[src/inc/dso_pkg.sv]
// shared constants for the drive status output selector
package dso_pkg;

    // default widths
    localparam int DSO_FREQ_W = 16;
    localparam int DSO_VOLT_W = 12;
    localparam int DSO_SEL_W = 5;

    // output channels
    localparam int DSO_NUM_CH = 3;
    localparam int DSO_CH_RELAY_ONE = 0;
    localparam int DSO_CH_RELAY_TWO = 1;
    localparam int DSO_CH_OPEN_COLL = 2;

    // selection codes
    localparam logic [DSO_SEL_W-1:0] DSO_SEL_NONE = 5'h00;
    localparam logic [DSO_SEL_W-1:0] DSO_SEL_REF_REACH = 5'h01;
    localparam logic [DSO_SEL_W-1:0] DSO_SEL_TARGET_REACH = 5'h02;
    localparam logic [DSO_SEL_W-1:0] DSO_SEL_OP_MATCH = 5'h03;
    localparam logic [DSO_SEL_W-1:0] DSO_SEL_ACC_DEC = 5'h04;
    localparam logic [DSO_SEL_W-1:0] DSO_SEL_MOTOR_OVL = 5'h05;
    localparam logic [DSO_SEL_W-1:0] DSO_SEL_INV_OVL = 5'h06;
    localparam logic [DSO_SEL_W-1:0] DSO_SEL_UNDERLOAD = 5'h07;
    localparam logic [DSO_SEL_W-1:0] DSO_SEL_FAN_WARN = 5'h08;
    localparam logic [DSO_SEL_W-1:0] DSO_SEL_STALL = 5'h09;
    localparam logic [DSO_SEL_W-1:0] DSO_SEL_OVER_VOLT = 5'h0A;

    // reset values
    localparam logic DSO_OUT_RESET = 1'h0;
    localparam logic [DSO_NUM_CH-1:0] DSO_OUT_RESET_VEC = 3'h0;

    // band is compared at half width
    localparam int DSO_HALF_SHIFT = 1;

endpackage : dso_pkg

[src/dso_cond_eval.sv]
// one output channel: selection decode and condition evaluation
`timescale 1ns/1ps
module dso_cond_eval #(
    parameter int FREQ_W = dso_pkg::DSO_FREQ_W,
    parameter int SEL_W = dso_pkg::DSO_SEL_W
) (
    // selection
    input wire logic [SEL_W-1:0] sel,
    // frequencies and detection settings
    input wire logic [FREQ_W-1:0] referenceFreq,
    input wire logic [FREQ_W-1:0] outputFreq,
    input wire logic [FREQ_W-1:0] operationFreq,
    input wire logic [FREQ_W-1:0] detectFreq,
    input wire logic [FREQ_W-1:0] detectBand,
    // drive direction
    input wire logic accelerating,
    input wire logic decelerating,
    // fault and warning indications
    input wire logic motorOverload,
    input wire logic inverterOverloadFault,
    input wire logic underloadWarning,
    input wire logic fanWarning,
    input wire logic motorStall,
    input wire logic overVoltage,
    // registered state of this channel
    input wire logic prevOut,
    // condition for the next edge
    output logic cond
);
    import dso_pkg::*;

    function automatic logic [FREQ_W-1:0] absDiff(input logic [FREQ_W-1:0] a,
                                                  input logic [FREQ_W-1:0] b);
        absDiff = (a >= b) ? (a - b) : (b - a);
    endfunction : absDiff

    logic [FREQ_W-1:0] halfBand;
    logic refReach;
    logic targetNear;
    logic opMatch;
    logic accelHit;
    logic decelHit;

    assign halfBand = detectBand >> DSO_HALF_SHIFT;
    assign refReach = absDiff(referenceFreq, outputFreq) < halfBand;
    assign targetNear = absDiff(outputFreq, detectFreq) < halfBand;
    assign opMatch = absDiff(outputFreq, operationFreq) < halfBand;
    assign accelHit = operationFreq >= detectFreq;
    // op > det - half, rearranged so that no underflow can occur
    assign decelHit = ({1'b0, operationFreq} + {1'b0, halfBand}) > {1'b0, detectFreq};

    always_comb begin
        case (sel)
            DSO_SEL_NONE: cond = DSO_OUT_RESET;
            DSO_SEL_REF_REACH: cond = refReach;
            DSO_SEL_TARGET_REACH: cond = refReach && targetNear;
            DSO_SEL_OP_MATCH: cond = opMatch;
            DSO_SEL_ACC_DEC: begin
                // steady running keeps the last decision
                if (accelerating) begin
                    cond = accelHit;
                end else if (decelerating) begin
                    cond = decelHit;
                end else begin
                    cond = prevOut;
                end
            end
            DSO_SEL_MOTOR_OVL: cond = motorOverload;
            DSO_SEL_INV_OVL: cond = inverterOverloadFault;
            DSO_SEL_UNDERLOAD: cond = underloadWarning;
            DSO_SEL_FAN_WARN: cond = fanWarning;
            DSO_SEL_STALL: cond = motorStall;
            DSO_SEL_OVER_VOLT: cond = overVoltage;
            default: cond = DSO_OUT_RESET;
        endcase
    end

endmodule : dso_cond_eval

[src/dso_status_select.sv]
// drive status output selector: three selectable status outputs
`timescale 1ns/1ps

// Functional notes
// code 0 keeps output off
// code 1: reference near output frequency
// code 2: code 1 and output near detect
// code 3: output near operation frequency
// code 4 accelerating: operation at least detect
// code 4 decelerating: operation above detect minus half
// code 5 follows motor overload
// code 6 follows inverter overload fault
// code 7 follows underload warning
// code 8 follows fan warning
// code 9 follows motor stall
// code 10 follows over-voltage indication
// over-voltage when link above threshold
// shared settings, separate code per output
// first relay has own selection
// evaluate every clock, registered outputs
module dso_status_select #(
    parameter int FREQ_W = dso_pkg::DSO_FREQ_W,
    parameter int VOLT_W = dso_pkg::DSO_VOLT_W,
    parameter int SEL_W = dso_pkg::DSO_SEL_W
) (
    // clock and reset
    input wire logic clock,
    input wire logic rst_n,
    // selection codes
    input wire logic [SEL_W-1:0] relayOneSelect,
    input wire logic [SEL_W-1:0] relayTwoSelect,
    input wire logic [SEL_W-1:0] digitalOutputSelect,
    // detection settings
    input wire logic [FREQ_W-1:0] detectionFrequencySetting,
    input wire logic [FREQ_W-1:0] detectionBandSetting,
    // drive frequencies
    input wire logic [FREQ_W-1:0] referenceFreq,
    input wire logic [FREQ_W-1:0] outputFreq,
    input wire logic [FREQ_W-1:0] operationFreq,
    // drive direction
    input wire logic accelerating,
    input wire logic decelerating,
    // fault and warning indications
    input wire logic motorOverload,
    input wire logic inverterOverloadFault,
    input wire logic underloadWarning,
    input wire logic fanWarning,
    input wire logic motorStall,
    // dc link
    input wire logic [VOLT_W-1:0] dcLinkVoltage,
    input wire logic [VOLT_W-1:0] overVoltageLevel,
    // status outputs
    output logic relayOne,
    output logic relayTwo,
    output logic openCollectorOutput,
    output logic overVoltage
);
    import dso_pkg::*;

    function automatic logic [FREQ_W-1:0] absDiff(input logic [FREQ_W-1:0] a,
                                                  input logic [FREQ_W-1:0] b);
        absDiff = (a >= b) ? (a - b) : (b - a);
    endfunction : absDiff

    logic [SEL_W-1:0] selArr [DSO_NUM_CH];
    logic [DSO_NUM_CH-1:0] outState_reg;
    logic [DSO_NUM_CH-1:0] outState_next;
    logic overVoltNow;
    logic overVoltage_reg;

    // each output has its own code; settings are shared
    assign selArr[DSO_CH_RELAY_ONE] = relayOneSelect;
    assign selArr[DSO_CH_RELAY_TWO] = relayTwoSelect;
    assign selArr[DSO_CH_OPEN_COLL] = digitalOutputSelect;

    assign overVoltNow = dcLinkVoltage > overVoltageLevel;

    for (genvar ch = 0; ch < DSO_NUM_CH; ch++) begin : g_ch
        dso_cond_eval #(
            .FREQ_W(FREQ_W),
            .SEL_W(SEL_W)
        ) u_eval (
            .sel(selArr[ch]),
            .referenceFreq(referenceFreq),
            .outputFreq(outputFreq),
            .operationFreq(operationFreq),
            .detectFreq(detectionFrequencySetting),
            .detectBand(detectionBandSetting),
            .accelerating(accelerating),
            .decelerating(decelerating),
            .motorOverload(motorOverload),
            .inverterOverloadFault(inverterOverloadFault),
            .underloadWarning(underloadWarning),
            .fanWarning(fanWarning),
            .motorStall(motorStall),
            .overVoltage(overVoltNow),
            .prevOut(outState_reg[ch]),
            .cond(outState_next[ch])
        );
    end

    // outputs change only on a clock edge, recomputed every cycle
    always_ff @(posedge clock) begin
        if (!rst_n) begin
            outState_reg <= DSO_OUT_RESET_VEC;
        end else begin
            outState_reg <= outState_next;
        end
    end

    always_ff @(posedge clock) begin
        if (!rst_n) begin
            overVoltage_reg <= DSO_OUT_RESET;
        end else begin
            overVoltage_reg <= overVoltNow;
        end
    end

    assign relayOne = outState_reg[DSO_CH_RELAY_ONE];
    assign relayTwo = outState_reg[DSO_CH_RELAY_TWO];
    assign openCollectorOutput = outState_reg[DSO_CH_OPEN_COLL];
    assign overVoltage = overVoltage_reg;

    // helper terms for the checks below
    logic [FREQ_W-1:0] chkHalf;
    logic chkRef;
    logic chkTarget;
    logic chkOp;
    logic chkDecel;
    assign chkHalf = detectionBandSetting >> DSO_HALF_SHIFT;
    assign chkRef = absDiff(referenceFreq, outputFreq) < chkHalf;
    assign chkTarget = absDiff(outputFreq, detectionFrequencySetting) < chkHalf;
    assign chkOp = absDiff(outputFreq, operationFreq) < chkHalf;
    // threshold below zero counts as passed by any operation frequency
    assign chkDecel = (chkHalf > detectionFrequencySetting)
        || (operationFreq > detectionFrequencySetting - chkHalf);

    a_none_off: assert property (
        @(posedge clock) disable iff (!rst_n)
        (relayOneSelect == DSO_SEL_NONE) [*2] |-> !relayOne
    ) else $error("relay one active with selection none");

    a_ref_reach: assert property (
        @(posedge clock) disable iff (!rst_n)
        (relayOneSelect == DSO_SEL_REF_REACH) |=> (relayOne == $past(chkRef))
    ) else $error("reference reach output wrong");

    a_target_reach: assert property (
        @(posedge clock) disable iff (!rst_n)
        (relayTwoSelect == DSO_SEL_TARGET_REACH)
            |=> (relayTwo == ($past(chkRef) && $past(chkTarget)))
    ) else $error("target reach output wrong");

    a_op_match: assert property (
        @(posedge clock) disable iff (!rst_n)
        (digitalOutputSelect == DSO_SEL_OP_MATCH)
            |=> (openCollectorOutput == $past(chkOp))
    ) else $error("operation match output wrong");

    a_accel_thresh: assert property (
        @(posedge clock) disable iff (!rst_n)
        (relayOneSelect == DSO_SEL_ACC_DEC && accelerating)
            |=> (relayOne == ($past(operationFreq) >= $past(detectionFrequencySetting)))
    ) else $error("acceleration threshold output wrong");

    a_decel_thresh: assert property (
        @(posedge clock) disable iff (!rst_n)
        (relayOneSelect == DSO_SEL_ACC_DEC && !accelerating && decelerating
            && operationFreq + chkHalf <= detectionFrequencySetting
            && operationFreq + chkHalf >= operationFreq)
            |=> !relayOne
    ) else $error("deceleration threshold output set too early");

    a_decel_above: assert property (
        @(posedge clock) disable iff (!rst_n)
        (relayOneSelect == DSO_SEL_ACC_DEC && !accelerating && decelerating
            && operationFreq > detectionFrequencySetting)
            |=> relayOne
    ) else $error("deceleration threshold output missing");

    a_steady_hold: assert property (
        @(posedge clock) disable iff (!rst_n)
        (relayOneSelect == DSO_SEL_ACC_DEC && !accelerating && !decelerating)
            |=> $stable(relayOne)
    ) else $error("threshold output changed in steady running");

    a_motor_ovl: assert property (
        @(posedge clock) disable iff (!rst_n)
        (relayOneSelect == DSO_SEL_MOTOR_OVL && motorOverload) |=> relayOne
    ) else $error("motor overload not shown");

    a_inv_ovl: assert property (
        @(posedge clock) disable iff (!rst_n)
        (relayTwoSelect == DSO_SEL_INV_OVL)
            |=> (relayTwo == $past(inverterOverloadFault))
    ) else $error("inverter overload fault not followed");

    a_underload: assert property (
        @(posedge clock) disable iff (!rst_n)
        (digitalOutputSelect == DSO_SEL_UNDERLOAD)
            |=> (openCollectorOutput == $past(underloadWarning))
    ) else $error("underload warning not followed");

    a_fan_warn: assert property (
        @(posedge clock) disable iff (!rst_n)
        (relayOneSelect == DSO_SEL_FAN_WARN && !fanWarning) |=> !relayOne
    ) else $error("fan warning shown while inactive");

    a_stall_ind: assert property (
        @(posedge clock) disable iff (!rst_n)
        (relayTwoSelect == DSO_SEL_STALL) |=> (relayTwo == $past(motorStall))
    ) else $error("stall indication not followed");

    a_over_volt: assert property (
        @(posedge clock) disable iff (!rst_n)
        (digitalOutputSelect == DSO_SEL_OVER_VOLT)
            |=> (openCollectorOutput == overVoltage)
    ) else $error("over-voltage selection disagrees with indication");

    a_ov_level: assert property (
        @(posedge clock) disable iff (!rst_n)
        1'b1 |=> (overVoltage == ($past(dcLinkVoltage) > $past(overVoltageLevel)))
    ) else $error("over-voltage indication wrong");

    a_chan_split: assert property (
        @(posedge clock) disable iff (!rst_n)
        (relayOneSelect == DSO_SEL_NONE && relayTwoSelect == DSO_SEL_MOTOR_OVL
            && motorOverload) |=> (relayTwo && !relayOne)
    ) else $error("channels not independent");

    a_own_select: assert property (
        @(posedge clock) disable iff (!rst_n)
        (relayOneSelect == DSO_SEL_STALL && relayTwoSelect == DSO_SEL_NONE
            && motorStall) |=> (relayOne && !relayTwo)
    ) else $error("relay one ignores its selection");

    a_none_two: assert property (
        @(posedge clock) disable iff (!rst_n)
        (relayTwoSelect == DSO_SEL_NONE) [*2] |-> !relayTwo
    ) else $error("relay two active with selection none");

    a_none_oc: assert property (
        @(posedge clock) disable iff (!rst_n)
        (digitalOutputSelect == DSO_SEL_NONE) [*2] |-> !openCollectorOutput
    ) else $error("open collector active with selection none");

    a_refused_off: assert property (
        @(posedge clock) disable iff (!rst_n)
        (relayOneSelect > DSO_SEL_OVER_VOLT) |=> !relayOne
    ) else $error("relay one active with an unused selection");

    a_decel_exact: assert property (
        @(posedge clock) disable iff (!rst_n)
        (relayOneSelect == DSO_SEL_ACC_DEC && !accelerating && decelerating)
            |=> (relayOne == $past(chkDecel))
    ) else $error("deceleration threshold output wrong");

    a_motor_off: assert property (
        @(posedge clock) disable iff (!rst_n)
        (relayOneSelect == DSO_SEL_MOTOR_OVL && !motorOverload) |=> !relayOne
    ) else $error("motor overload shown while inactive");

    a_fan_on: assert property (
        @(posedge clock) disable iff (!rst_n)
        (relayOneSelect == DSO_SEL_FAN_WARN && fanWarning) |=> relayOne
    ) else $error("fan warning not shown");

    a_target_one: assert property (
        @(posedge clock) disable iff (!rst_n)
        (relayOneSelect == DSO_SEL_TARGET_REACH)
            |=> (relayOne == ($past(chkRef) && $past(chkTarget)))
    ) else $error("relay one target reach output wrong");

    a_op_one: assert property (
        @(posedge clock) disable iff (!rst_n)
        (relayOneSelect == DSO_SEL_OP_MATCH) |=> (relayOne == $past(chkOp))
    ) else $error("relay one operation match output wrong");

    a_inv_one: assert property (
        @(posedge clock) disable iff (!rst_n)
        (relayOneSelect == DSO_SEL_INV_OVL)
            |=> (relayOne == $past(inverterOverloadFault))
    ) else $error("relay one inverter overload not followed");

    a_under_one: assert property (
        @(posedge clock) disable iff (!rst_n)
        (relayOneSelect == DSO_SEL_UNDERLOAD)
            |=> (relayOne == $past(underloadWarning))
    ) else $error("relay one underload warning not followed");

    a_stall_one: assert property (
        @(posedge clock) disable iff (!rst_n)
        (relayOneSelect == DSO_SEL_STALL) |=> (relayOne == $past(motorStall))
    ) else $error("relay one stall indication not followed");

    a_ov_one: assert property (
        @(posedge clock) disable iff (!rst_n)
        (relayOneSelect == DSO_SEL_OVER_VOLT) |=> (relayOne == overVoltage)
    ) else $error("relay one disagrees with over-voltage indication");

    a_ref_oc: assert property (
        @(posedge clock) disable iff (!rst_n)
        (digitalOutputSelect == DSO_SEL_REF_REACH)
            |=> (openCollectorOutput == $past(chkRef))
    ) else $error("open collector reference reach output wrong");

    a_reset_clear: assert property (
        @(posedge clock)
        !rst_n |=> (!relayOne && !relayTwo && !openCollectorOutput && !overVoltage)
    ) else $error("outputs not cleared by reset");

endmodule : dso_status_select

[config.mk]
export PLATFORM = sky130hd
export DESIGN_NAME = dso_status_select
export DESIGN_NICKNAME = d
export VERILOG_FILES = /design/src/inc/dso_pkg.sv /design/src/dso_cond_eval.sv /design/src/dso_status_select.sv
export SDC_FILE = /design/constraint.sdc
export NUM_CORES = 1
export LEC_CHECK = 0
export ABC_CLOCK_PERIOD_IN_PS = 12000
export BUFFER_PORTS_ARGS = -buffer_cell sky130_fd_sc_hd__buf_2
export CORE_ASPECT_RATIO = 1.25
export CORE_MARGIN = 2
export CORE_UTILIZATION = 38
export CTS_BUF_LIST = sky130_fd_sc_hd__clkbuf_8
export CTS_CLUSTER_DIAMETER = 30
export DETAILED_ROUTE_END_ITERATION = 10
export PLACE_DENSITY_LB_ADDON = 0.12
export REMOVE_ABC_BUFFERS = 1
export SETUP_SLACK_MARGIN = 0.05
export SYNTH_ARGS = -nofsm -noshare
export SYNTH_HDL_FRONTEND = slang
export SYNTH_SLANG_ARGS = --single-unit
[constraint.sdc]
create_clock -name clock -period 12 [get_ports clock]
set_input_delay 0.6 -clock clock [delete_from_list [all_inputs] [get_ports clock]]
set_output_delay 0.6 -clock clock [all_outputs]
set_load 0.1 [all_outputs]
* After elaboration in Yosys (flattened, before gate mapping)
Index checks and enable logic that the tools add are counted.
** Storage, ports and cells
- Latch bits :: 0
- Memory bits (writable) :: 0
- ROM bits :: 0
- Memories kept :: 0
- Input port bits :: 128
- Logic and storage cells :: 62
- Flip-flop bits (word level) :: 4
** Operators by class
- Shift-type cells :: 0
- $add $sub $neg :: 7
- Muxes and demuxes :: 8
- Div/mod/pow operators :: 0
- Bitwise operators :: 0
- Equal/unequal tests :: 33
- Order comparisons :: 9
- Multipliers :: 0
- Reductions and logical operators :: 1
** Operator list (number)
- subtractor 16 bit :: 6
- >= comparator 16 bit :: 4
- equality test 5 x 3 -> 1 bit, second input constant :: 12
- less-than comparator 16 x 15 -> 1 bit :: 3
- two-way mux 16 bit :: 3
- equality test 5 x 4 -> 1 bit, second input constant :: 9
- equality test 5 x 2 -> 1 bit, second input constant :: 6
- one-hot mux 1 bit (10 select lines) :: 3
- adder 16 x 15 -> 17 bit :: 1
- greater-than comparator 17 x 16 -> 1 bit :: 1
- equality test 5 x 1 -> 1 bit, second input constant :: 3
- greater-than comparator 12 bit :: 1
- != test 3 bit, second input constant :: 3
- two-way mux 1 bit :: 2
- logical AND 1 bit :: 1

* Logic depth before layout (Yosys ltp)
- Depth in word-level cells :: 5
- Mapped depth :: 24
- Depth with buffers taken out :: 23

* Hierarchy
Synthesis repeated with hierarchy kept, for this count alone.
** Unflattened totals
- Cell total of the unflattened synthesis :: 2902
- Area total of the unflattened synthesis :: 21364.2 um^2
** By module, submodules not included
- dso_cond_eval at g_ch[1].u_eval :: sequential area each 0.0 um^2, cells each 974, area each 7151.9 um^2, instances 1
- dso_cond_eval at g_ch[0].u_eval :: sequential area each 0.0 um^2, cells each 938, area each 6921.6 um^2, instances 1
- dso_cond_eval at g_ch[2].u_eval :: sequential area each 0.0 um^2, cells each 940, area each 6874.1 um^2, instances 1
- dso_status_select :: sequential area each 80.1 um^2, cells each 50, area each 416.6 um^2, instances 1

* Worst setup path after synthesis
No wires, ideal clock.
- Path kind :: input port to flip-flop
- From :: input referenceFreq[13]
- To :: register outState_reg[0]
- Cell stages on the path :: 23
- Arrival time :: 5.120 ns
- Data required time :: 11.927 ns
- Path buffers :: 2
- Setup time :: 0.073 ns
- Setup slack :: 6.807 ns
- Cells stage by stage :: inv_1 > ha_1 > buf_2 > o21ai_2 > a211oi_2 > a211oi_2 > or4b_1 > buf_6 > nand2_2 > mux2_2 > a2111oi_0 > and3_1 > nor3_1 > ha_1 > o21a_1 > o21ai_0 > nor3_1 > o2bb2ai_1 > a311oi_1 > o21ai_2 > or4_4 > a2bb2oi_1 > o211ai_2
** Between the ends
- Cells in the longest elaborated chain, start to end :: 5
- Elaborated cells between the ends (all ways) :: 7
- Those cells by class :: add/sub (2); order compare (2); mux (2); reduce/logical (1)
** RTL lines
- from (decl) :: line dso_status_select.sv:37 : input wire logic [FREQ_W-1:0] referenceFreq,
- subtractor 16 bit or >= comparator 16 bit (tied branches) :: line dso_cond_eval.sv:34 : absDiff = (a >= b) ? (a - b) : (b - a);
- two-way mux 16 bit * :: line dso_cond_eval.sv:34
- less-than comparator 16 x 15 -> 1 bit * :: line dso_cond_eval.sv:45 : assign refReach = absDiff(referenceFreq, outputFreq) < halfBand;
- logical AND 1 bit :: line dso_cond_eval.sv:56 : DSO_SEL_TARGET_REACH: cond = refReach && targetNear;
- one-hot mux 1 bit (10 select lines) * :: line dso_cond_eval.sv:53 : case (sel)
- to (signal assigned) :: line dso_status_select.sv:107 : outState_reg <= outState_next;
- to (decl) :: line dso_status_select.sv:66 : logic [DSO_NUM_CH-1:0] outState_reg;
Every way passes the cells marked *; elsewhere a longest branch is shown, timed or not.
A chain may end at the register's enable or synchronous reset.

* Final worst setup path
- From :: input outputFreq[1]
- To :: register outState_reg[1]
** Between the ends
- Cells in the longest elaborated chain, start to end :: 5
- Elaborated cells between the ends (all ways) :: 17
- Those cells by class :: add/sub (6); order compare (6); mux (4); reduce/logical (1)
** RTL lines
- from (decl) :: line dso_status_select.sv:38 : input wire logic [FREQ_W-1:0] outputFreq,
- subtractor 16 bit or >= comparator 16 bit (tied branches) :: line dso_cond_eval.sv:34
- two-way mux 16 bit :: line dso_cond_eval.sv:34
- less-than comparator 16 x 15 -> 1 bit (on tied branches) :: line dso_cond_eval.sv:45, dso_cond_eval.sv:46
- logical AND 1 bit :: line dso_cond_eval.sv:56
- one-hot mux 1 bit (10 select lines) * :: line dso_cond_eval.sv:53
Marks and branches as above.

==> flow_summary.html <==
<table>
<tr><th>Metric</th><th>Value</th></tr>
<tr><th colspan="2">Hold path</th></tr>
<tr><td>Worst Min Path Start</td><td>outState_reg[2]$_SDFFE_PN0P_</td></tr>
<tr><td>Instance count along the most critical hold path</td><td>2</td></tr>
<tr><td>Endpoint, Worst Hold</td><td>outState_reg[2]$_SDFFE_PN0P_</td></tr>
<tr><td>Min-delay worst type</td><td>reg -&gt; reg</td></tr>
<tr><th colspan="2">Place</th></tr>
<tr><td>GP Congestion</td><td>0.906</td></tr>
<tr><td>Number of port buffers</td><td>130</td></tr>
<tr><td>Detail Placement HPWL</td><td>22200 microns</td></tr>
<tr><th colspan="2">Power</th></tr>
<tr><td>Share of total power in sequential cells</td><td>2.5%</td></tr>
<tr><td>Clock network power share</td><td>5.3%</td></tr>
<tr><td>Combinational cell fraction of total power</td><td>92.2%</td></tr>
<tr><td>Worst VDD drop</td><td>0.0394 mV</td></tr>
<tr><td>Reported leakage power</td><td>4.44 nW</td></tr>
<tr><td>Ratio of total power to cell area</td><td>63.8 nW/um^2</td></tr>
<tr><td>Net switching power</td><td>0.303 mW</td></tr>
<tr><td>Switching share of power</td><td>54.5%</td></tr>
<tr><td>Total internal power</td><td>0.253 mW</td></tr>
<tr><th colspan="2">Setup path</th></tr>
<tr><td>Startpoint of the worst register-to-register path</td><td>outState_reg[0]$_SDFFE_PN0P_</td></tr>
<tr><td>Worst R2R Path Depth</td><td>4</td></tr>
<tr><td>Required time of the worst setup path</td><td>12.15 ns</td></tr>
<tr><td>Type of element capturing the critical path</td><td>register</td></tr>
<tr><td>Setup slack, reg-to-reg</td><td>10.84 ns</td></tr>
<tr><td>WP data arrival</td><td>6.70 ns</td></tr>
<tr><td>Worst reg2reg endpoint</td><td>outState_reg[0]$_SDFFE_PN0P_</td></tr>
<tr><td>Biggest fanout along the worst timing path</td><td>16</td></tr>
<tr><td>Type of the worst setup path</td><td>in -&gt; reg</td></tr>
<tr><td>Critical path launch point type</td><td>primary input</td></tr>
<tr><th colspan="2">GRT</th></tr>
<tr><td>Antenna violations before repair</td><td>0</td></tr>
<tr><td>Via count of the first global-routing pass</td><td>7705</td></tr>
<tr><td>Global-route wire length before repair</td><td>39700 microns</td></tr>
<tr><td>Sum of overflow across all layers after global routing</td><td>0</td></tr>
<tr><td>Largest net degree at the start of global routing</td><td>30</td></tr>
<tr><td>GRT Util Overall</td><td>22.6%</td></tr>
<tr><th colspan="2">Route</th></tr>
<tr><td>DR pass1 iterations</td><td>5</td></tr>
<tr><td>Mean routed wirelength per cell</td><td>17.5 microns</td></tr>
<tr><td>Remaining routing DRC violations</td><td>0</td></tr>
<tr><td>Detail-routed via count per cell</td><td>5.58</td></tr>
<tr><td>Count of antenna-violating nets left after detailed routing</td><td>0</td></tr>
<tr><td>Total detailed-routing wirelength</td><td>25300 microns</td></tr>
<tr><td>Number of DRC markers after the initial detailed-route iteration</td><td>412</td></tr>
<tr><td>Total via count after detailed routing</td><td>8086</td></tr>
<tr><th colspan="2">Timing</th></tr>
<tr><td>Worst slew margin relative to its limit</td><td>39.6%</td></tr>
<tr><td>Crit path time final</td><td>6.55 ns</td></tr>
<tr><td>Max-slew violation total from the final report</td><td>0</td></tr>
<tr><td>Number of failing setup endpoints in the final timing report</td><td>0</td></tr>
<tr><td>Timing-limited maximum frequency</td><td>153 MHz</td></tr>
<tr><td>Fin. Hold Viols</td><td>0</td></tr>
<tr><td>Setup TNS</td><td>0 ns</td></tr>
<tr><td>Worst Skew</td><td>0 ns</td></tr>
<tr><td>Unrepaired setup endpoints after global routing</td><td>no</td></tr>
<tr><td>Period utilisation layout</td><td>54.6%</td></tr>
<tr><td>Slew at the pin with the worst max-slew slack</td><td>0.900 ns</td></tr>
<tr><th colspan="2">Synthesis</th></tr>
<tr><td>Cell type contributing the most total cell area after synthesis</td><td>sky130_fd_sc_hd__ha_1</td></tr>
<tr><td>Simple-gate portion of the synthesized area</td><td>16.8%</td></tr>
<tr><td>Dominant cell by count in the synthesized netlist</td><td>sky130_fd_sc_hd__ha_1</td></tr>
<tr><td>Mux share of post-synthesis cell area</td><td>4.41%</td></tr>
<tr><td>Post-Synthesis Cell Area</td><td>7840 sq um</td></tr>
<tr><td>Synth cell types</td><td>76</td></tr>
<tr><td>Yosys warning total</td><td>0</td></tr>
<tr><td>Synth Instances</td><td>1075</td></tr>
<tr><td>Count of flip-flops with a built-in enable after synthesis</td><td>0</td></tr>
<tr><td>Share of the synthesized area in compound gates (AO/OA/AOI/OAI)</td><td>31.2%</td></tr>
<tr><td>Largest family of logic cells by synthesized area</td><td>adder cells</td></tr>
<tr><td>Portion of the post-synthesis area used by sequential elements</td><td>1.02%</td></tr>
<tr><td>Yosys top cell area share</td><td>31.0%</td></tr>
<tr><td>Most instantiated cells after synthesis</td><td>194 x sky130_fd_sc_hd__ha_1, 123 x sky130_fd_sc_hd__inv_1, 111 x sky130_fd_sc_hd__a21oi_1</td></tr>
<tr><td>Xor and xnor area share after synthesis</td><td>5.81%</td></tr>
<tr><td>Synthesized flop and latch total</td><td>4</td></tr>
<tr><td>Ys async rst share</td><td>0%</td></tr>
<tr><td>Avg Synthesized Cell Area</td><td>7.29 sq um</td></tr>
<tr><td>Most common flop cell mapped by yosys</td><td>sky130_fd_sc_hd__dfxtp_1</td></tr>
<tr><td>Adder and majority gate portion of the synthesized area</td><td>32.8%</td></tr>
<tr><td>Dominant cells by area after synthesis</td><td>sky130_fd_sc_hd__ha_1 31%, sky130_fd_sc_hd__a21oi_1 7.1%, sky130_fd_sc_hd__inv_1 5.9%</td></tr>
<tr><th colspan="2">CTS</th></tr>
<tr><td>Buffer count from post-CTS setup fixing</td><td>0</td></tr>
<tr><td>Clock latency reported for the late side of the worst-skew pair</td><td>0.22 ns</td></tr>
<tr><td>Max Root-Sink Buffers</td><td>2</td></tr>
<tr><td>Maximum level of the CTS H-tree</td><td>1</td></tr>
<tr><td>Clk sink count</td><td>4</td></tr>
<tr><td>Post-CTS Resized</td><td>0</td></tr>
<tr><td>Hold buffers post-CTS</td><td>0</td></tr>
<tr><td>Root cell of the clock tree</td><td>sky130_fd_sc_hd__clkbuf_8</td></tr>
<tr><td>Cts bufs inserted</td><td>3</td></tr>
<tr><td>Clock tree from TritonCTS</td><td>done</td></tr>
<tr><td>Clock transition at the register clock pins on the worst setup and hold paths after CTS</td><td>0.03 ns</td></tr>
<tr><th colspan="2">Floorplan</th></tr>
<tr><td>I/O pin total</td><td>132</td></tr>
<tr><td>Number of placement rows</td><td>58</td></tr>
<tr><td>Chip Width</td><td>132 microns</td></tr>
<tr><td>Placeable Area</td><td>20200 sq um</td></tr>
<tr><td>Starting utilization of the core area</td><td>38.8%</td></tr>
<tr><td>Area of the die</td><td>21800 sq um</td></tr>
<tr><td>Die height</td><td>165 microns</td></tr>
<tr><th colspan="2">Cells and area</th></tr>
<tr><td>Max reg flops</td><td>3</td></tr>
<tr><td>Share of cells above drive strength 1</td><td>14.2%</td></tr>
<tr><td>Fillers</td><td>2207</td></tr>
<tr><td>End-of-flow core utilization</td><td>43.2%</td></tr>
<tr><td>Post-synthesis to final-layout area growth</td><td>11.3%</td></tr>
<tr><td>Post-layout net count</td><td>1509</td></tr>
<tr><td>Number of inserted diodes</td><td>0</td></tr>
<tr><th colspan="2">Status</th></tr>
<tr><td>Run status</td><td>completed</td></tr>
<tr><th colspan="2">Flow run</th></tr>
<tr><td>Max Cap Violations</td><td>0</td></tr>
</table>
-- placed cells by master, fill, tap and decap left out, types with 4 or more instances in the layout --
| cell type | count |
|---|---|
| sky130_fd_sc_hd__fa_1 | 7 |
| sky130_fd_sc_hd__o31ai_1 | 8 |
| sky130_fd_sc_hd__a31oi_1 | 13 |
| sky130_fd_sc_hd__nand4_1 | 22 |
| sky130_fd_sc_hd__buf_2 | 130 |
| sky130_fd_sc_hd__nor3_1 | 25 |
| sky130_fd_sc_hd__and3_1 | 11 |
| sky130_fd_sc_hd__o221ai_1 | 4 |
| sky130_fd_sc_hd__inv_1 | 123 |
| sky130_fd_sc_hd__nand2b_1 | 22 |
| sky130_fd_sc_hd__xnor2_1 | 34 |
| sky130_fd_sc_hd__o211ai_1 | 20 |
| sky130_fd_sc_hd__nor2_1 | 66 |
| sky130_fd_sc_hd__o21ai_0 | 56 |
| sky130_fd_sc_hd__a221oi_1 | 5 |
| sky130_fd_sc_hd__or3_1 | 4 |
| sky130_fd_sc_hd__a21o_1 | 41 |
| sky130_fd_sc_hd__nand3_1 | 18 |
| sky130_fd_sc_hd__a211oi_1 | 13 |
| sky130_fd_sc_hd__a2111oi_0 | 5 |
| sky130_fd_sc_hd__o22ai_1 | 8 |
| sky130_fd_sc_hd__o21bai_1 | 11 |
| sky130_fd_sc_hd__dfxtp_1 | 4 |
| sky130_fd_sc_hd__and2_1 | 5 |
| sky130_fd_sc_hd__a21oi_1 | 111 |
| sky130_fd_sc_hd__nand2_1 | 61 |
| sky130_fd_sc_hd__mux2i_1 | 21 |
| sky130_fd_sc_hd__a31o_2 | 5 |
| sky130_fd_sc_hd__ha_1 | 194 |
| sky130_fd_sc_hd__xor2_1 | 18 |
| sky130_fd_sc_hd__mux2_2 | 12 |
| sky130_fd_sc_hd__nor2b_1 | 11 |
| sky130_fd_sc_hd__a21boi_0 | 7 |
| sky130_fd_sc_hd__nand3b_1 | 4 |
| sky130_fd_sc_hd__o21a_1 | 15 |
-- worst max-delay path by stage --
stage	cells past startpoint	slack, ns	to	from
3_5_place_dp	22	5.28	outState_reg[1]$_SDFFE_PN0P_	outputFreq[1]
3_3_place_gp	22	5.31	outState_reg[0]$_SDFFE_PN0P_	outputFreq[1]
6_report	22	5.45	outState_reg[1]$_SDFFE_PN0P_	outputFreq[1]
2_1_floorplan	18	5.75	outState_reg[0]$_SDFFE_PN0P_	detectionFrequencySetting[9]
5_1_grt	22	5.04	outState_reg[2]$_SDFFE_PN0P_	outputFreq[1]
4_1_cts	22	5.49	outState_reg[1]$_SDFFE_PN0P_	outputFreq[1]
-- layout make-up --
class	count	area [sq um]	share of cell area, %
clock buffer	3	41.3	0.473
inverter	123	462	5.29
multi-input combinational	917	7150	81.9
sequential	4	80.1	0.918
tap	270	338	3.87
timing repair buffer	131	658	7.54
-- layer usage --
metal | share of wire (%) | track usage, % | up-vias
met3 | 4.7 | 1.35 | 48
met2 | 47 | 40.8 | 268
li1 | - | - | 4162
met1 | 44 | 27.9 | 3608
met5 | 0 | 0 | -
met4 | 4.4 | 9.19 | 0
-- cell families after synthesis --
group	after synthesis
simple gates	265
fa+ha+maj	201
buf+inv	154
flops	4
xor+xnor	52
compound gates	366
mux	33
-- power by group through the flow --
stage	Combinational [mW]	Clock, mW	Sequential [mW]
after global routing	0.579	0.0303	0.0142
after detailed placement	0.506	0	0.0143
after global placement	0.504	0	0.0143
after floorplan	0.367	0	0.0184
final	0.513	0.0293	0.0141
after CTS	0.511	0.0299	0.0141
-- metrics by stage --
step / instance area [sq um] / hold slack [ns] / total power, mW / worst slack [ns] / instances
after detailed placement: 8680 / 0.610 / 0.521 / 5.28 / 1445
after CTS: 8720 / 0.623 / 0.555 / 5.49 / 1448
after global placement: 8680 / 0.617 / 0.519 / 5.31 / 1445
final: 8720 / 0.638 / 0.556 / 5.45 / 1448
after floorplan: 7670 / 0.763 / 0.385 / 5.75 / 1044
after global routing: 8720 / 0.685 / 0.624 / 5.04 / 1448
-- worst max-delay path: stages --
cell	delay, ns
sky130_fd_sc_hd__buf_2	0.17
sky130_fd_sc_hd__inv_1	0.29
sky130_fd_sc_hd__fa_1	0.27
sky130_fd_sc_hd__a21oi_1	0.11
sky130_fd_sc_hd__o211ai_1	0.26
sky130_fd_sc_hd__a21oi_1	0.14
sky130_fd_sc_hd__or4b_1	0.70
sky130_fd_sc_hd__nand2_2	0.45
sky130_fd_sc_hd__mux2_2	0.41
sky130_fd_sc_hd__a2111oi_0	0.40
sky130_fd_sc_hd__and3_1	0.21
sky130_fd_sc_hd__nor3_1	0.06
sky130_fd_sc_hd__ha_1	0.29
sky130_fd_sc_hd__o21a_1	0.11
sky130_fd_sc_hd__o21ai_0	0.26
sky130_fd_sc_hd__nor3_1	0.12
sky130_fd_sc_hd__o2bb2ai_1	0.14
sky130_fd_sc_hd__a311oi_1	0.75
sky130_fd_sc_hd__o21ai_2	0.13
sky130_fd_sc_hd__or4_4	0.48
sky130_fd_sc_hd__a2bb2oi_1	0.19
sky130_fd_sc_hd__o211ai_2	0.16
(Power assumes the default switching activity.)
